--- config.mk ---
export PLATFORM = sky130hd
export DESIGN_NAME = ptc_timebase
export DESIGN_NICKNAME = d
export VERILOG_FILES = /design/src/design/ptc_prescaler.v /design/src/design/ptc_reload_counter.v /design/src/design/ptc_timebase.v
export VERILOG_INCLUDE_DIRS = /design/src /design/src/design
export SDC_FILE = /design/constraint.sdc
export NUM_CORES = 1
export LEC_CHECK = 0
export ABC_AREA = 0
export BUFFER_PORTS_ARGS = -buffer_cell sky130_fd_sc_hd__buf_2
export CORE_AREA = 2 2 76 78
export CTS_CLUSTER_SIZE = 28
export DETAILED_ROUTE_END_ITERATION = 10
export DIE_AREA = 0 0 78 80
export GPL_ROUTABILITY_DRIVEN = 1
export PLACE_DENSITY_LB_ADDON = 0.12
export SYNTH_ARGS = -nofsm -noshare
export SYNTH_HDL_FRONTEND = slang
export SYNTH_SLANG_ARGS = --single-unit
--- constraint.sdc ---
create_clock -name sys_clk -period 2.15 [get_ports sys_clk]
set_input_delay 0 -clock sys_clk [delete_from_list [all_inputs] [get_ports sys_clk]]
set_output_delay 0 -clock sys_clk [all_outputs]
set_load 0.03 [all_outputs]
--- src/design/ptc_defs.vh ---
// Purpose: Constants for the periodic timebase counter block
// Assumes: Byte-wide registers on a plain strobe port
// Notes: Offsets are byte addresses
`ifndef PTC_DEFS_VH
`define PTC_DEFS_VH
// Register offsets
`define PTC_OFF_TB_COUNT 8'h36
`define PTC_OFF_TB_CTRL 8'h37
`define PTC_OFF_RL_CTRL 8'h38
`define PTC_OFF_RL_COUNT 8'h39
`define PTC_OFF_RL_VALUE 8'h3a
`define PTC_OFF_EVT_STATUS 8'h3b
`define PTC_OFF_EVT_MASK 8'h3c
// Field positions of the timebase control/status register
`define PTC_BIT_RSVD 7
`define PTC_BIT_CHAIN 6
`define PTC_BIT_ROLLOVER 5
`define PTC_BIT_IRQ_EN 4
`define PTC_BIT_RUN 3
`define PTC_PS_MSB 2
`define PTC_PS_LSB 0
// Field positions of the own registers
`define PTC_BIT_RL_RUN 0
`define PTC_EVT_RL_OVF 0
`define PTC_EVT_TB_ROLL 1
// Reset values
`define PTC_RST_BYTE 8'h00
`define PTC_RST_PS 3'h0
`define PTC_RST_EVT 2'h0
// Top value of the byte counters
`define PTC_TOP 8'hff
`endif

--- src/design/ptc_prescaler.v ---
// Purpose: Power-of-two prescaler for the timebase
// Assumes: Single clock, asynchronous active-high reset
// Notes: Held cleared while not running so the first tick comes a full period later
`timescale 1ns/1ns
module ptc_prescaler
#(
   parameter WIDTH = 8
)
(
   input wire sys_clk,
   input wire reset,
   input wire run,
   input wire [2:0] sel,
   output wire tick
);
   reg [WIDTH-1:0] div_r;
   reg [WIDTH-1:0] mask;
   integer i;

   // Low bits that must all be ones for a tick; code n divides by 2^(n+1)
   always @*
   begin
      mask = {WIDTH{1'b0}};
      for (i = 0; i < WIDTH; i = i + 1)
      begin
         if (i <= sel)
            mask[i] = 1'b1;
      end
   end

   assign tick = run && ((div_r & mask) == mask);

   // Divider runs freely while enabled, clears when stopped
   always @(posedge sys_clk or posedge reset)
   begin
      if (reset)
         div_r <= {WIDTH{1'b0}};
      else if (!run)
         div_r <= {WIDTH{1'b0}};
      else
         div_r <= div_r + {{(WIDTH-1){1'b0}}, 1'b1};
   end
endmodule

--- src/design/ptc_reload_counter.v ---
// Purpose: Auto-reload low-byte counter used as the chain carry source
// Assumes: Ticks come from logic on the same clock
// Notes: A software write wins over a tick in the same cycle
`timescale 1ns/1ns
`include "ptc_defs.vh"
module ptc_reload_counter
#(
   parameter WIDTH = 8
)
(
   input wire sys_clk,
   input wire reset,
   input wire tick,
   input wire wr_en,
   input wire [WIDTH-1:0] wr_data,
   input wire [WIDTH-1:0] reload_value,
   output reg [WIDTH-1:0] count,
   output wire overflow
);
   // Passing the top value is the overflow, one cycle pulse
   assign overflow = tick && !wr_en && (count == {WIDTH{1'b1}});

   // Overflow reloads from the programmed value instead of wrapping to zero
   always @(posedge sys_clk or posedge reset)
   begin
      if (reset)
         count <= {WIDTH{1'b0}};
      else if (wr_en)
         count <= wr_data;
      else if (overflow)
         count <= reload_value;
      else if (tick)
         count <= count + {{(WIDTH-1){1'b0}}, 1'b1};
   end
endmodule

--- src/design/ptc_timebase.v ---
// Purpose: 8-bit periodic timebase counter with chaining and interrupt
// Assumes: Bus strobes, halt and wait levels and the reload tick share sys_clk
// Notes: Read data appear only in the cycle after a read strobe
//
// Implementation choice: the address-and-strobe port.
`timescale 1ns/1ns
`include "ptc_defs.vh"
module ptc_timebase
#(
   parameter ADDR_W = 8,
   parameter DATA_W = 8
)
(
   input wire sys_clk,
   input wire reset,
   input wire [ADDR_W-1:0] bus_addr,
   input wire [DATA_W-1:0] bus_wdata,
   input wire bus_wr,
   input wire bus_rd,
   output wire [DATA_W-1:0] bus_rdata,
   input wire reload_tick,
   input wire wait_mode,
   input wire halt_mode,
   output wire irq,
   output wire wake_req,
   output wire chain_active
);
   // Address match against one register offset
   function hit;
      input [ADDR_W-1:0] addr;
      input [7:0] off;
      begin
         hit = (addr == off[ADDR_W-1:0]);
      end
   endfunction

   // Interrupt condition; shared by the request and the wake output
   function irq_cond;
      input flag;
      input enable;
      input [1:0] status;
      input [1:0] mask;
      begin
         irq_cond = (flag && enable) || ((status & mask) != 2'h0);
      end
   endfunction

   // Timebase registers
   reg [7:0] tb_count_r;
   reg [7:0] tb_count_nxt;
   reg chain_r;
   reg rollover_flag_r;
   reg rollover_flag_nxt;
   reg irq_enable_r;
   reg run_r;
   reg [2:0] prescale_sel_r;
   reg chain_nxt;
   reg irq_enable_nxt;
   reg run_nxt;
   reg [2:0] prescale_sel_nxt;
   // Own registers for the reload counter and the event interrupt
   reg reload_run_r;
   reg reload_run_nxt;
   reg [7:0] reload_value_r;
   reg [7:0] reload_value_nxt;
   reg [1:0] evt_status_r;
   reg [1:0] evt_status_nxt;
   reg [1:0] evt_mask_r;
   reg [1:0] evt_mask_nxt;
   reg [7:0] rdata_r;
   reg [7:0] rdata_nxt;
   reg irq_r;
   reg irq_nxt;
   reg wake_r;
   reg wake_nxt;

   wire active;
   wire run_gate;
   wire tb_src;
   wire ps_tick;
   wire rl_tick;
   wire rl_ovf;
   wire [7:0] rl_count;
   wire tb_step;
   wire tb_wrap;
   wire wr_tb_count;
   wire wr_tb_ctrl;
   wire wr_rl_ctrl;
   wire wr_rl_count;
   wire wr_rl_value;
   wire wr_evt_mask;
   wire rd_tb_ctrl;
   wire rd_evt_status;
   wire [7:0] ctrl_view;

   // Halt stops both counters; wait does not stop counting and only enables the wake output
   assign active = !halt_mode;

   // Write strobes per register
   assign wr_tb_count = bus_wr && hit(bus_addr, `PTC_OFF_TB_COUNT);
   assign wr_tb_ctrl = bus_wr && hit(bus_addr, `PTC_OFF_TB_CTRL);
   assign wr_rl_ctrl = bus_wr && hit(bus_addr, `PTC_OFF_RL_CTRL);
   assign wr_rl_count = bus_wr && hit(bus_addr, `PTC_OFF_RL_COUNT);
   assign wr_rl_value = bus_wr && hit(bus_addr, `PTC_OFF_RL_VALUE);
   assign wr_evt_mask = bus_wr && hit(bus_addr, `PTC_OFF_EVT_MASK);

   // Read strobes that carry a clearing side effect
   assign rd_tb_ctrl = bus_rd && hit(bus_addr, `PTC_OFF_TB_CTRL);
   assign rd_evt_status = bus_rd && hit(bus_addr, `PTC_OFF_EVT_STATUS);

   // Run gate shared by the prescaler and the count step
   assign run_gate = run_r && active;

   // Prescaler held in reset while run is low or the block is halted
   // A new divide code while running does not restart the divider,
   // so the first period after the change may be short
   ptc_prescaler #(
      .WIDTH(8)
   ) u_prescaler (
      .sys_clk(sys_clk),
      .reset(reset),
      .run(run_gate),
      .sel(prescale_sel_r),
      .tick(ps_tick)
   );

   // Low-byte counter clocked by the reload timer tick source
   // It keeps its own run bit, so it counts while the timebase is stopped
   assign rl_tick = reload_tick && reload_run_r && active;

   ptc_reload_counter #(
      .WIDTH(8)
   ) u_reload (
      .sys_clk(sys_clk),
      .reset(reset),
      .tick(rl_tick),
      .wr_en(wr_rl_count),
      .wr_data(bus_wdata[7:0]),
      .reload_value(reload_value_r),
      .count(rl_count),
      .overflow(rl_ovf)
   );

   // Step source: chained uses the low byte carry, else the prescaler
   assign tb_src = chain_r ? rl_ovf : ps_tick;
   assign tb_step = run_gate && tb_src;

   // A count write in the wrap cycle wins, so that cycle raises no flag
   assign tb_wrap = tb_step && !wr_tb_count && (tb_count_r == `PTC_TOP);

   // Count next value; a software write replaces the count at any time
   always @*
   begin
      tb_count_nxt = tb_count_r;
      if (wr_tb_count)
         tb_count_nxt = bus_wdata[7:0];
      else if (tb_step)
         tb_count_nxt = tb_count_r + 8'h01;
   end

   // Rollover flag: a wrap in the clearing read cycle is kept, set wins
   always @*
   begin
      rollover_flag_nxt = rollover_flag_r;
      if (rd_tb_ctrl)
         rollover_flag_nxt = 1'b0;
      if (tb_wrap)
         rollover_flag_nxt = 1'b1;
   end

   // Event status: sticky, cleared by a read, set wins over the clear
   always @*
   begin
      evt_status_nxt = evt_status_r;
      if (rd_evt_status)
         evt_status_nxt = `PTC_RST_EVT;
      if (rl_ovf)
         evt_status_nxt[`PTC_EVT_RL_OVF] = 1'b1;
      if (tb_wrap)
         evt_status_nxt[`PTC_EVT_TB_ROLL] = 1'b1;
   end

   // Control field next values; bits 7 and 5 of a control write are dropped
   always @*
   begin
      chain_nxt = chain_r;
      irq_enable_nxt = irq_enable_r;
      run_nxt = run_r;
      prescale_sel_nxt = prescale_sel_r;
      if (wr_tb_ctrl)
      begin
         chain_nxt = bus_wdata[`PTC_BIT_CHAIN];
         irq_enable_nxt = bus_wdata[`PTC_BIT_IRQ_EN];
         run_nxt = bus_wdata[`PTC_BIT_RUN];
         prescale_sel_nxt = bus_wdata[`PTC_PS_MSB:`PTC_PS_LSB];
      end
   end

   // Reload timer setup and event mask next values
   always @*
   begin
      reload_run_nxt = reload_run_r;
      reload_value_nxt = reload_value_r;
      evt_mask_nxt = evt_mask_r;
      if (wr_rl_ctrl)
         reload_run_nxt = bus_wdata[`PTC_BIT_RL_RUN];
      if (wr_rl_value)
         reload_value_nxt = bus_wdata[7:0];
      if (wr_evt_mask)
         evt_mask_nxt = bus_wdata[1:0];
   end

   // Interrupt next values follow enable and mask writes at once
   // Halt stops the timebase, so no wake is offered there
   always @*
   begin
      irq_nxt = irq_cond(rollover_flag_nxt, irq_enable_nxt,
                         evt_status_nxt, evt_mask_nxt);
      wake_nxt = irq_nxt && wait_mode && !halt_mode;
   end

   // Control/status view; reserved bit tied low
   assign ctrl_view = {1'b0,
                       chain_r,
                       rollover_flag_r,
                       irq_enable_r,
                       run_r,
                       prescale_sel_r};

   // Read mux; unmapped offsets answer zero
   always @*
   begin
      rdata_nxt = 8'h00;
      if (bus_rd)
      begin
         if (hit(bus_addr, `PTC_OFF_TB_COUNT))
            rdata_nxt = tb_count_r;
         else if (hit(bus_addr, `PTC_OFF_TB_CTRL))
            rdata_nxt = ctrl_view;
         else if (hit(bus_addr, `PTC_OFF_RL_CTRL))
            rdata_nxt = {7'h00, reload_run_r};
         else if (hit(bus_addr, `PTC_OFF_RL_COUNT))
            rdata_nxt = rl_count;
         else if (hit(bus_addr, `PTC_OFF_RL_VALUE))
            rdata_nxt = reload_value_r;
         else if (hit(bus_addr, `PTC_OFF_EVT_STATUS))
            rdata_nxt = {6'h00, evt_status_r};
         else if (hit(bus_addr, `PTC_OFF_EVT_MASK))
            rdata_nxt = {6'h00, evt_mask_r};
      end
   end

   // Timebase count and flag
   always @(posedge sys_clk or posedge reset)
   begin
      if (reset)
      begin
         tb_count_r <= `PTC_RST_BYTE;
         rollover_flag_r <= 1'b0;
      end
      else
      begin
         tb_count_r <= tb_count_nxt;
         rollover_flag_r <= rollover_flag_nxt;
      end
   end

   // Control fields; the flag position of a write is ignored
   always @(posedge sys_clk or posedge reset)
   begin
      if (reset)
      begin
         chain_r <= 1'b0;
         irq_enable_r <= 1'b0;
         run_r <= 1'b0;
         prescale_sel_r <= `PTC_RST_PS;
      end
      else
      begin
         chain_r <= chain_nxt;
         irq_enable_r <= irq_enable_nxt;
         run_r <= run_nxt;
         prescale_sel_r <= prescale_sel_nxt;
      end
   end

   // Reload counter setup and event interrupt registers
   always @(posedge sys_clk or posedge reset)
   begin
      if (reset)
      begin
         reload_run_r <= 1'b0;
         reload_value_r <= `PTC_RST_BYTE;
         evt_status_r <= `PTC_RST_EVT;
         evt_mask_r <= `PTC_RST_EVT;
      end
      else
      begin
         evt_status_r <= evt_status_nxt;
         reload_run_r <= reload_run_nxt;
         reload_value_r <= reload_value_nxt;
         evt_mask_r <= evt_mask_nxt;
      end
   end

   // Read data stand one cycle; interrupt outputs registered from state
   always @(posedge sys_clk or posedge reset)
   begin
      if (reset)
      begin
         rdata_r <= 8'h00;
         irq_r <= 1'b0;
         wake_r <= 1'b0;
      end
      else
      begin
         rdata_r <= rdata_nxt;
         irq_r <= irq_nxt;
         wake_r <= wake_nxt;
      end
   end

   assign bus_rdata = rdata_r;
   assign irq = irq_r;
   assign wake_req = wake_r;
   assign chain_active = chain_r;
endmodule

Yosys cells after proc, flatten, opt, wreduce, memory -nomap -nowiden --
Cells that the tools add are included. W data, S select, Z words.
Storage, ports and cells: output and inout port bits 11, word-level logic and storage cells 93, flip-flop bits (word level) 54, input bits 23
Operators by class: eq/ne operators 10, magnitude comparators 7, bitwise gates (word level) 2, reduce and logical (&&, ||, !) cells 27, muxes and demuxes 29, add/sub/neg operators 3
Operator list (number):
- $mux W8 | 12
- $eq A8 B6 Y1 const B | 7
- $add A8 B1 Y8 const B | 3
- $logic_and A1 B1 Y1 | 20
- $eq A8 B8 Y1 const B | 2
- $mux W1 | 13
- $le A3 B3 Y1 const A | 4
- $and A8 B8 Y8 | 1
- $eq A8 B8 Y1 | 1
- $mux W2 | 4
- $le A2 B3 Y1 const A | 2
- $reduce_bool A2 Y1 | 2
- $le A1 B3 Y1 const A | 1
- $logic_not A1 Y1 | 3
- $reduce_bool A3 Y1 | 1
- $and A2 B2 Y2 | 1
- $logic_or A1 B1 Y1 | 1

Logic depth before layout (Yosys ltp) --
depth in word-level cells 15, depth in mapped cells 8, depth with buffers taken out 7

By module --
Synthesis repeated with hierarchy kept, for this count alone.
Second synthesis, totals: cell total of the unflattened synthesis 293, area total of the unflattened synthesis 2934.1 µm²
By module, submodules not included:
- ptc_timebase | instances 1, cells each 180, seq. area each 950.9 µm², area each 1939.4 µm²
- ptc_reload_counter | instances 1, cells each 70, seq. area each 200.2 µm², area each 568.0 µm²
- ptc_prescaler | instances 1, cells each 43, seq. area each 200.2 µm², area each 426.7 µm²

Least setup slack after synthesis --
Ideal clock, no wire load.
kind reg2reg, from register u_reload.count[0], to register tb_count_r[3], library setup time 0.082 ns, setup slack 0.195 ns, clock period less this slack 1.955 ns, arrival time 1.873 ns, buffers on the path 1, stages on the path, launching flop included 9, data required time 2.068 ns, cell sequence dfrtp_1 ha_1 and3_1 nand2_1 nor3_4 a32oi_1 buf_2 or3_1 a31oi_1
On the way: word-level cells in the longest chain between the ends 5
Ends and longest elaborated chain:
- start: declaration | line ptc_reload_counter.v:17 | output reg [WIDTH-1:0] count,
- start signal: assignment | line ptc_reload_counter.v:27 | count <= {WIDTH{1'b0}};
- start signal: assignment | line ptc_reload_counter.v:29 | count <= wr_data;
- start signal: assignment | line ptc_reload_counter.v:31 | count <= reload_value;
- $eq A8 B8 Y1 | line ptc_reload_counter.v:21 | assign overflow = tick && !wr_en && (count == {WIDTH{1'b1}});
- $logic_and A1 B1 Y1 | line ptc_reload_counter.v:21
- $mux W1 | line ptc_timebase.v:145 | assign tb_src = chain_r ? rl_ovf : ps_tick;
- $logic_and A1 B1 Y1 | line ptc_timebase.v:146 | assign tb_step = run_gate && tb_src;
- $reduce_bool A2 Y1 (no source line)
- end signal: assignment | line ptc_timebase.v:258 | tb_count_r <= `PTC_RST_BYTE;
- end signal: assignment | line ptc_timebase.v:263 | tb_count_r <= tb_count_nxt;
- end: declaration | line ptc_timebase.v:49 | reg [7:0] tb_count_r;
No other way between the ends. A chain may end at the register's enable or synchronous reset.

Worst setup path after layout --
from input port halt_mode, to register tb_count_r[5]
On the way: word-level cells in the longest chain between the ends 7, elaborated cells on any way between the ends 9, those cells by class mux (1); reduce/logical (8)
Ends and longest elaborated chain:
- start: declaration | line ptc_timebase.v:23 | input wire halt_mode,
- $logic_not A1 Y1 (*) | line ptc_timebase.v:97 | assign active = !halt_mode;
- $logic_and A1 B1 Y1 | line ptc_timebase.v:129 | assign rl_tick = reload_tick && reload_run_r && active;
- $logic_and A1 B1 Y1 (2 in a row) | line ptc_reload_counter.v:21
- $mux W1 | line ptc_timebase.v:145
- $logic_and A1 B1 Y1 (*) | line ptc_timebase.v:146
- $reduce_bool A2 Y1 (no source line) (*)
Mark *: on every way between the ends. The rest lies on a longest branch, timed or not.

==> run metrics <==
GRT Util Overall 25.39%; largest net degree at the start of global routing 29; multiplexer area fraction after synthesis 8.326%; Iteration-0 DRC Markers 200; post-synth net total 320; cell taking the most area after synthesis dfrtp_1; hold slack about 0.0054 ns; Pleak 1.609 nW; DP Area 3177 µm²; Vias 2507; sw frac 24.78%; share of cells above drive strength 1 between 20% and 30%; min Tclk post-route between 2 and 2.5 ns; clk buf depth 2; first-pass GRT wire length 11990 µm; Synth Flop Type dfrtp_1; met2 Track Usage GR between 40% and 50%; GRT met1 Usage 33.78%; Simple-Gate Fraction of Synth Area 21.93%; Max FO, Critical Path 10; final routed DRC violation total 0; CP Launch Point halt_mode; YS warnings 0; Place WS 0.09190 ns; headroom to the max-slew limit 59.41%; Worst EP arrival 2.27 ns; Synth Cell Area 2870 µm²; number of vias per cell 5.969; skew final around 0.011 ns; Inserted Clock Buffers 5; Clock Latency Late Sink 0.31 ns; wire per inst 17.63 µm; Async SR Flop Fraction 100.0%; Reg clk slew, reported paths 0.10 ns; Finished Cell Area 3423 µm²; post-synthesis sequential area ratio 47.08%; status finished, final reports clean; Tot Pwr 2.012 mW; HPWL Detailed 5391 µm; worst reg2reg path startpoint run_r; final slew viol count 0; Worst Hold Class in2reg; Mapped Cells 294; Mapped Avg Cell Area 9.763 µm²; Flop pwr share approximately 55%; routability-driven placement congestion ratio 0.8962; num rows 27; die width 78 µm; Final Hold Viols 0; pwr dens 587.6 nW/µm²; Post-Place Cells 401; P_int approximately 1.5 mW; Root Buffer clkbuf_8; #FFs+latches synth 54; R2R Setup Slk approximately 0.14 ns; post-route ant nets 0; H-tree depth 2; Yosys top cell area share 47.08%; IO Pins 34; GRT busiest layer met2; Synth Area in XOR/XNOR roughly 2.1%; compound-cell area share of the yosys netlist 16.52%; Final nets ~370; core footprint 5405 µm²; combinational power share 11.0%; area grow syn2layout 19.27%; met3 Usage GRT about 5.5%; Post-Route Utilization 63.33%; Netlist cell types 52; Post-synth EDFFs 0; First-pass DRT Iterations 4; Die ar. 6240 µm²; initial antenna violation count 0; # diodes 0; Die Y ~80 µm; CP Class in2reg; Tightest Pin Transition 0.6080 ns; part of the cycle the worst path needs 94.43%; reg2reg end tb_count_r[5]; fmax 492.6 MHz; Num Clock Sinks 54; Setup TNS Final 0 ns; Clock Power Share 34.1%; RSZ-0062 raised after global routing false; Synth Area in Adders about 1.3%; worst setup path endpoint tb_count_r[5]; vias in the first global route between 2000 and 2500; Max Cap Viol 0; Worst setup EP type register; Layout Cells excl Fill 420; Net Sw Power between 0.4 and 0.5 mW; WP data required about 2.4 ns; reg2reg path depth 7; final WL 7406 µm; Port Buffers 33; CTS tree built; Critical Path Source Type input pin; largest family of logic cells by synthesized area simple AND/OR/NAND/NOR gates; setup ws final 0.1198 ns; main area contributors after synthesis dfrtp_1 47%, mux2_2 7.1%, nor2_1 4.8%, nand2_1 3.4%, a21oi_1 3.0%; global route overflow 0; Initial Util 53.10%; Worst VDD drop 392.4 µV; Final Setup Violations 0
registers in the layout, indices dropped and copies added, names as in the netlist:
register and flops:
bus_rdata 8, chain_active 1, evt_mask_r 2, evt_status_r 2, irq 1, irq_enable_r 1
prescale_sel_r 3, reload_run_r 1, reload_value_r 8, rollover_flag_r 1, run_r 1, tb_count_r 8
u_prescaler.div_r 8, u_reload.count 8, wake_req 1
logic make-up (layout without fill, tap and decap cells):
| group | after synthesis | after routing |
|---|---|---|
| XOR/XNOR | 7 | 7 |
| adder cells (fa/ha/maj) | 3 | 3 |
| multiplexers | 20 | 20 |
| AND/OR/NAND/NOR | 122 | 122 |
| AO/OA/AOI/OAI | 71 | 71 |
| buffers and inverters | 17 | 71 |
| flip-flops | 54 | 54 |
area by class of cell:
class	count	area (µm²)
fillers	497	1982
multi-input cells	223	1471
flip-flops and latches	54	1353
repair buffers	56	372.9
well taps	72	90.09
clock buffers	6	72.57
clock inverters	2	37.54
inverters	7	26.28
worst max-delay path, cell delays in order:
cell and delay (ns):
dlygate4sd3_1 0.53, buf_2 0.16, nand2b_4 0.18, or3_4 0.34, a221oi_4 0.24, a32oi_1 0.11
buf_4 0.19, or3_1 0.35, a31oi_1 0.16
cell usage in the layout (no fill, tap or decap), types with 7 or more instances in the layout:
cell	n
dfrtp_1	53
nor2_1	37
buf_2	33
nand2_1	26
mux2_2	18
a21oi_1	17
nand3_1	14
o21ai_0	13
buf_4	13
a22oi_1	11
and3_1	10
dlygate4sd3_1	9
a31oi_1	7
timing repair:
item | 4_1_cts | 5_1_grt
setup buffers | 0 | 2
setup endpoints to repair | 0 | 6
resized for setup | 0 | 7
hold buffers | 9 | 0
endpoints found under the hold margin | 42 | 0
per-layer routing:
metal / share of wire [%] / vias up
met4: 1.5 / 0
met1: 43 / 1228
met2: 50 / 80
li1: - / 1189
met3: 6.2 / 10
met5: 0 / -
how the worst min path moves through the flow:
stage                             from           endpoint  cells past startpoint
after CTS                 bus_wdata[4]      tb_count_r[4]                      3
after global routing      bus_wdata[4]  reload_value_r[4]                      2
after floorplan              halt_mode           wake_req                      1
final                     bus_wdata[4]      tb_count_r[4]                      3
after global placement           reset  reload_value_r[0]                      2
after detailed placement         reset  reload_value_r[0]                      2
synth_stat cells (5+ instances only):
library cell,number
dfrtp_1,54
nor2_1,37
nand2_1,26
mux2_2,18
a21oi_1,17
nand3_1,14
o21ai_0,13
a22oi_1,11
and3_1,11
a31oi_1,7
inv_1,7
and2_1,6
clkbuf_1,6
a221oi_1,5
nor2b_1,5
or3_1,5
xnor2_1,5
power by group through the flow:
stage / Clock [mW] / Combinational [mW] / Sequential (mW)
5_1_grt: 0.727 / 0.247 / 1.11
3_5_place_dp: 0 / 0.199 / 1.12
6_report: 0.687 / 0.222 / 1.10
2_1_floorplan: 0 / 0.110 / 1.11
3_3_place_gp: 0 / 0.197 / 1.12
4_1_cts: 0.695 / 0.214 / 1.10
Note: power is estimated with default switching activity, not from simulation.
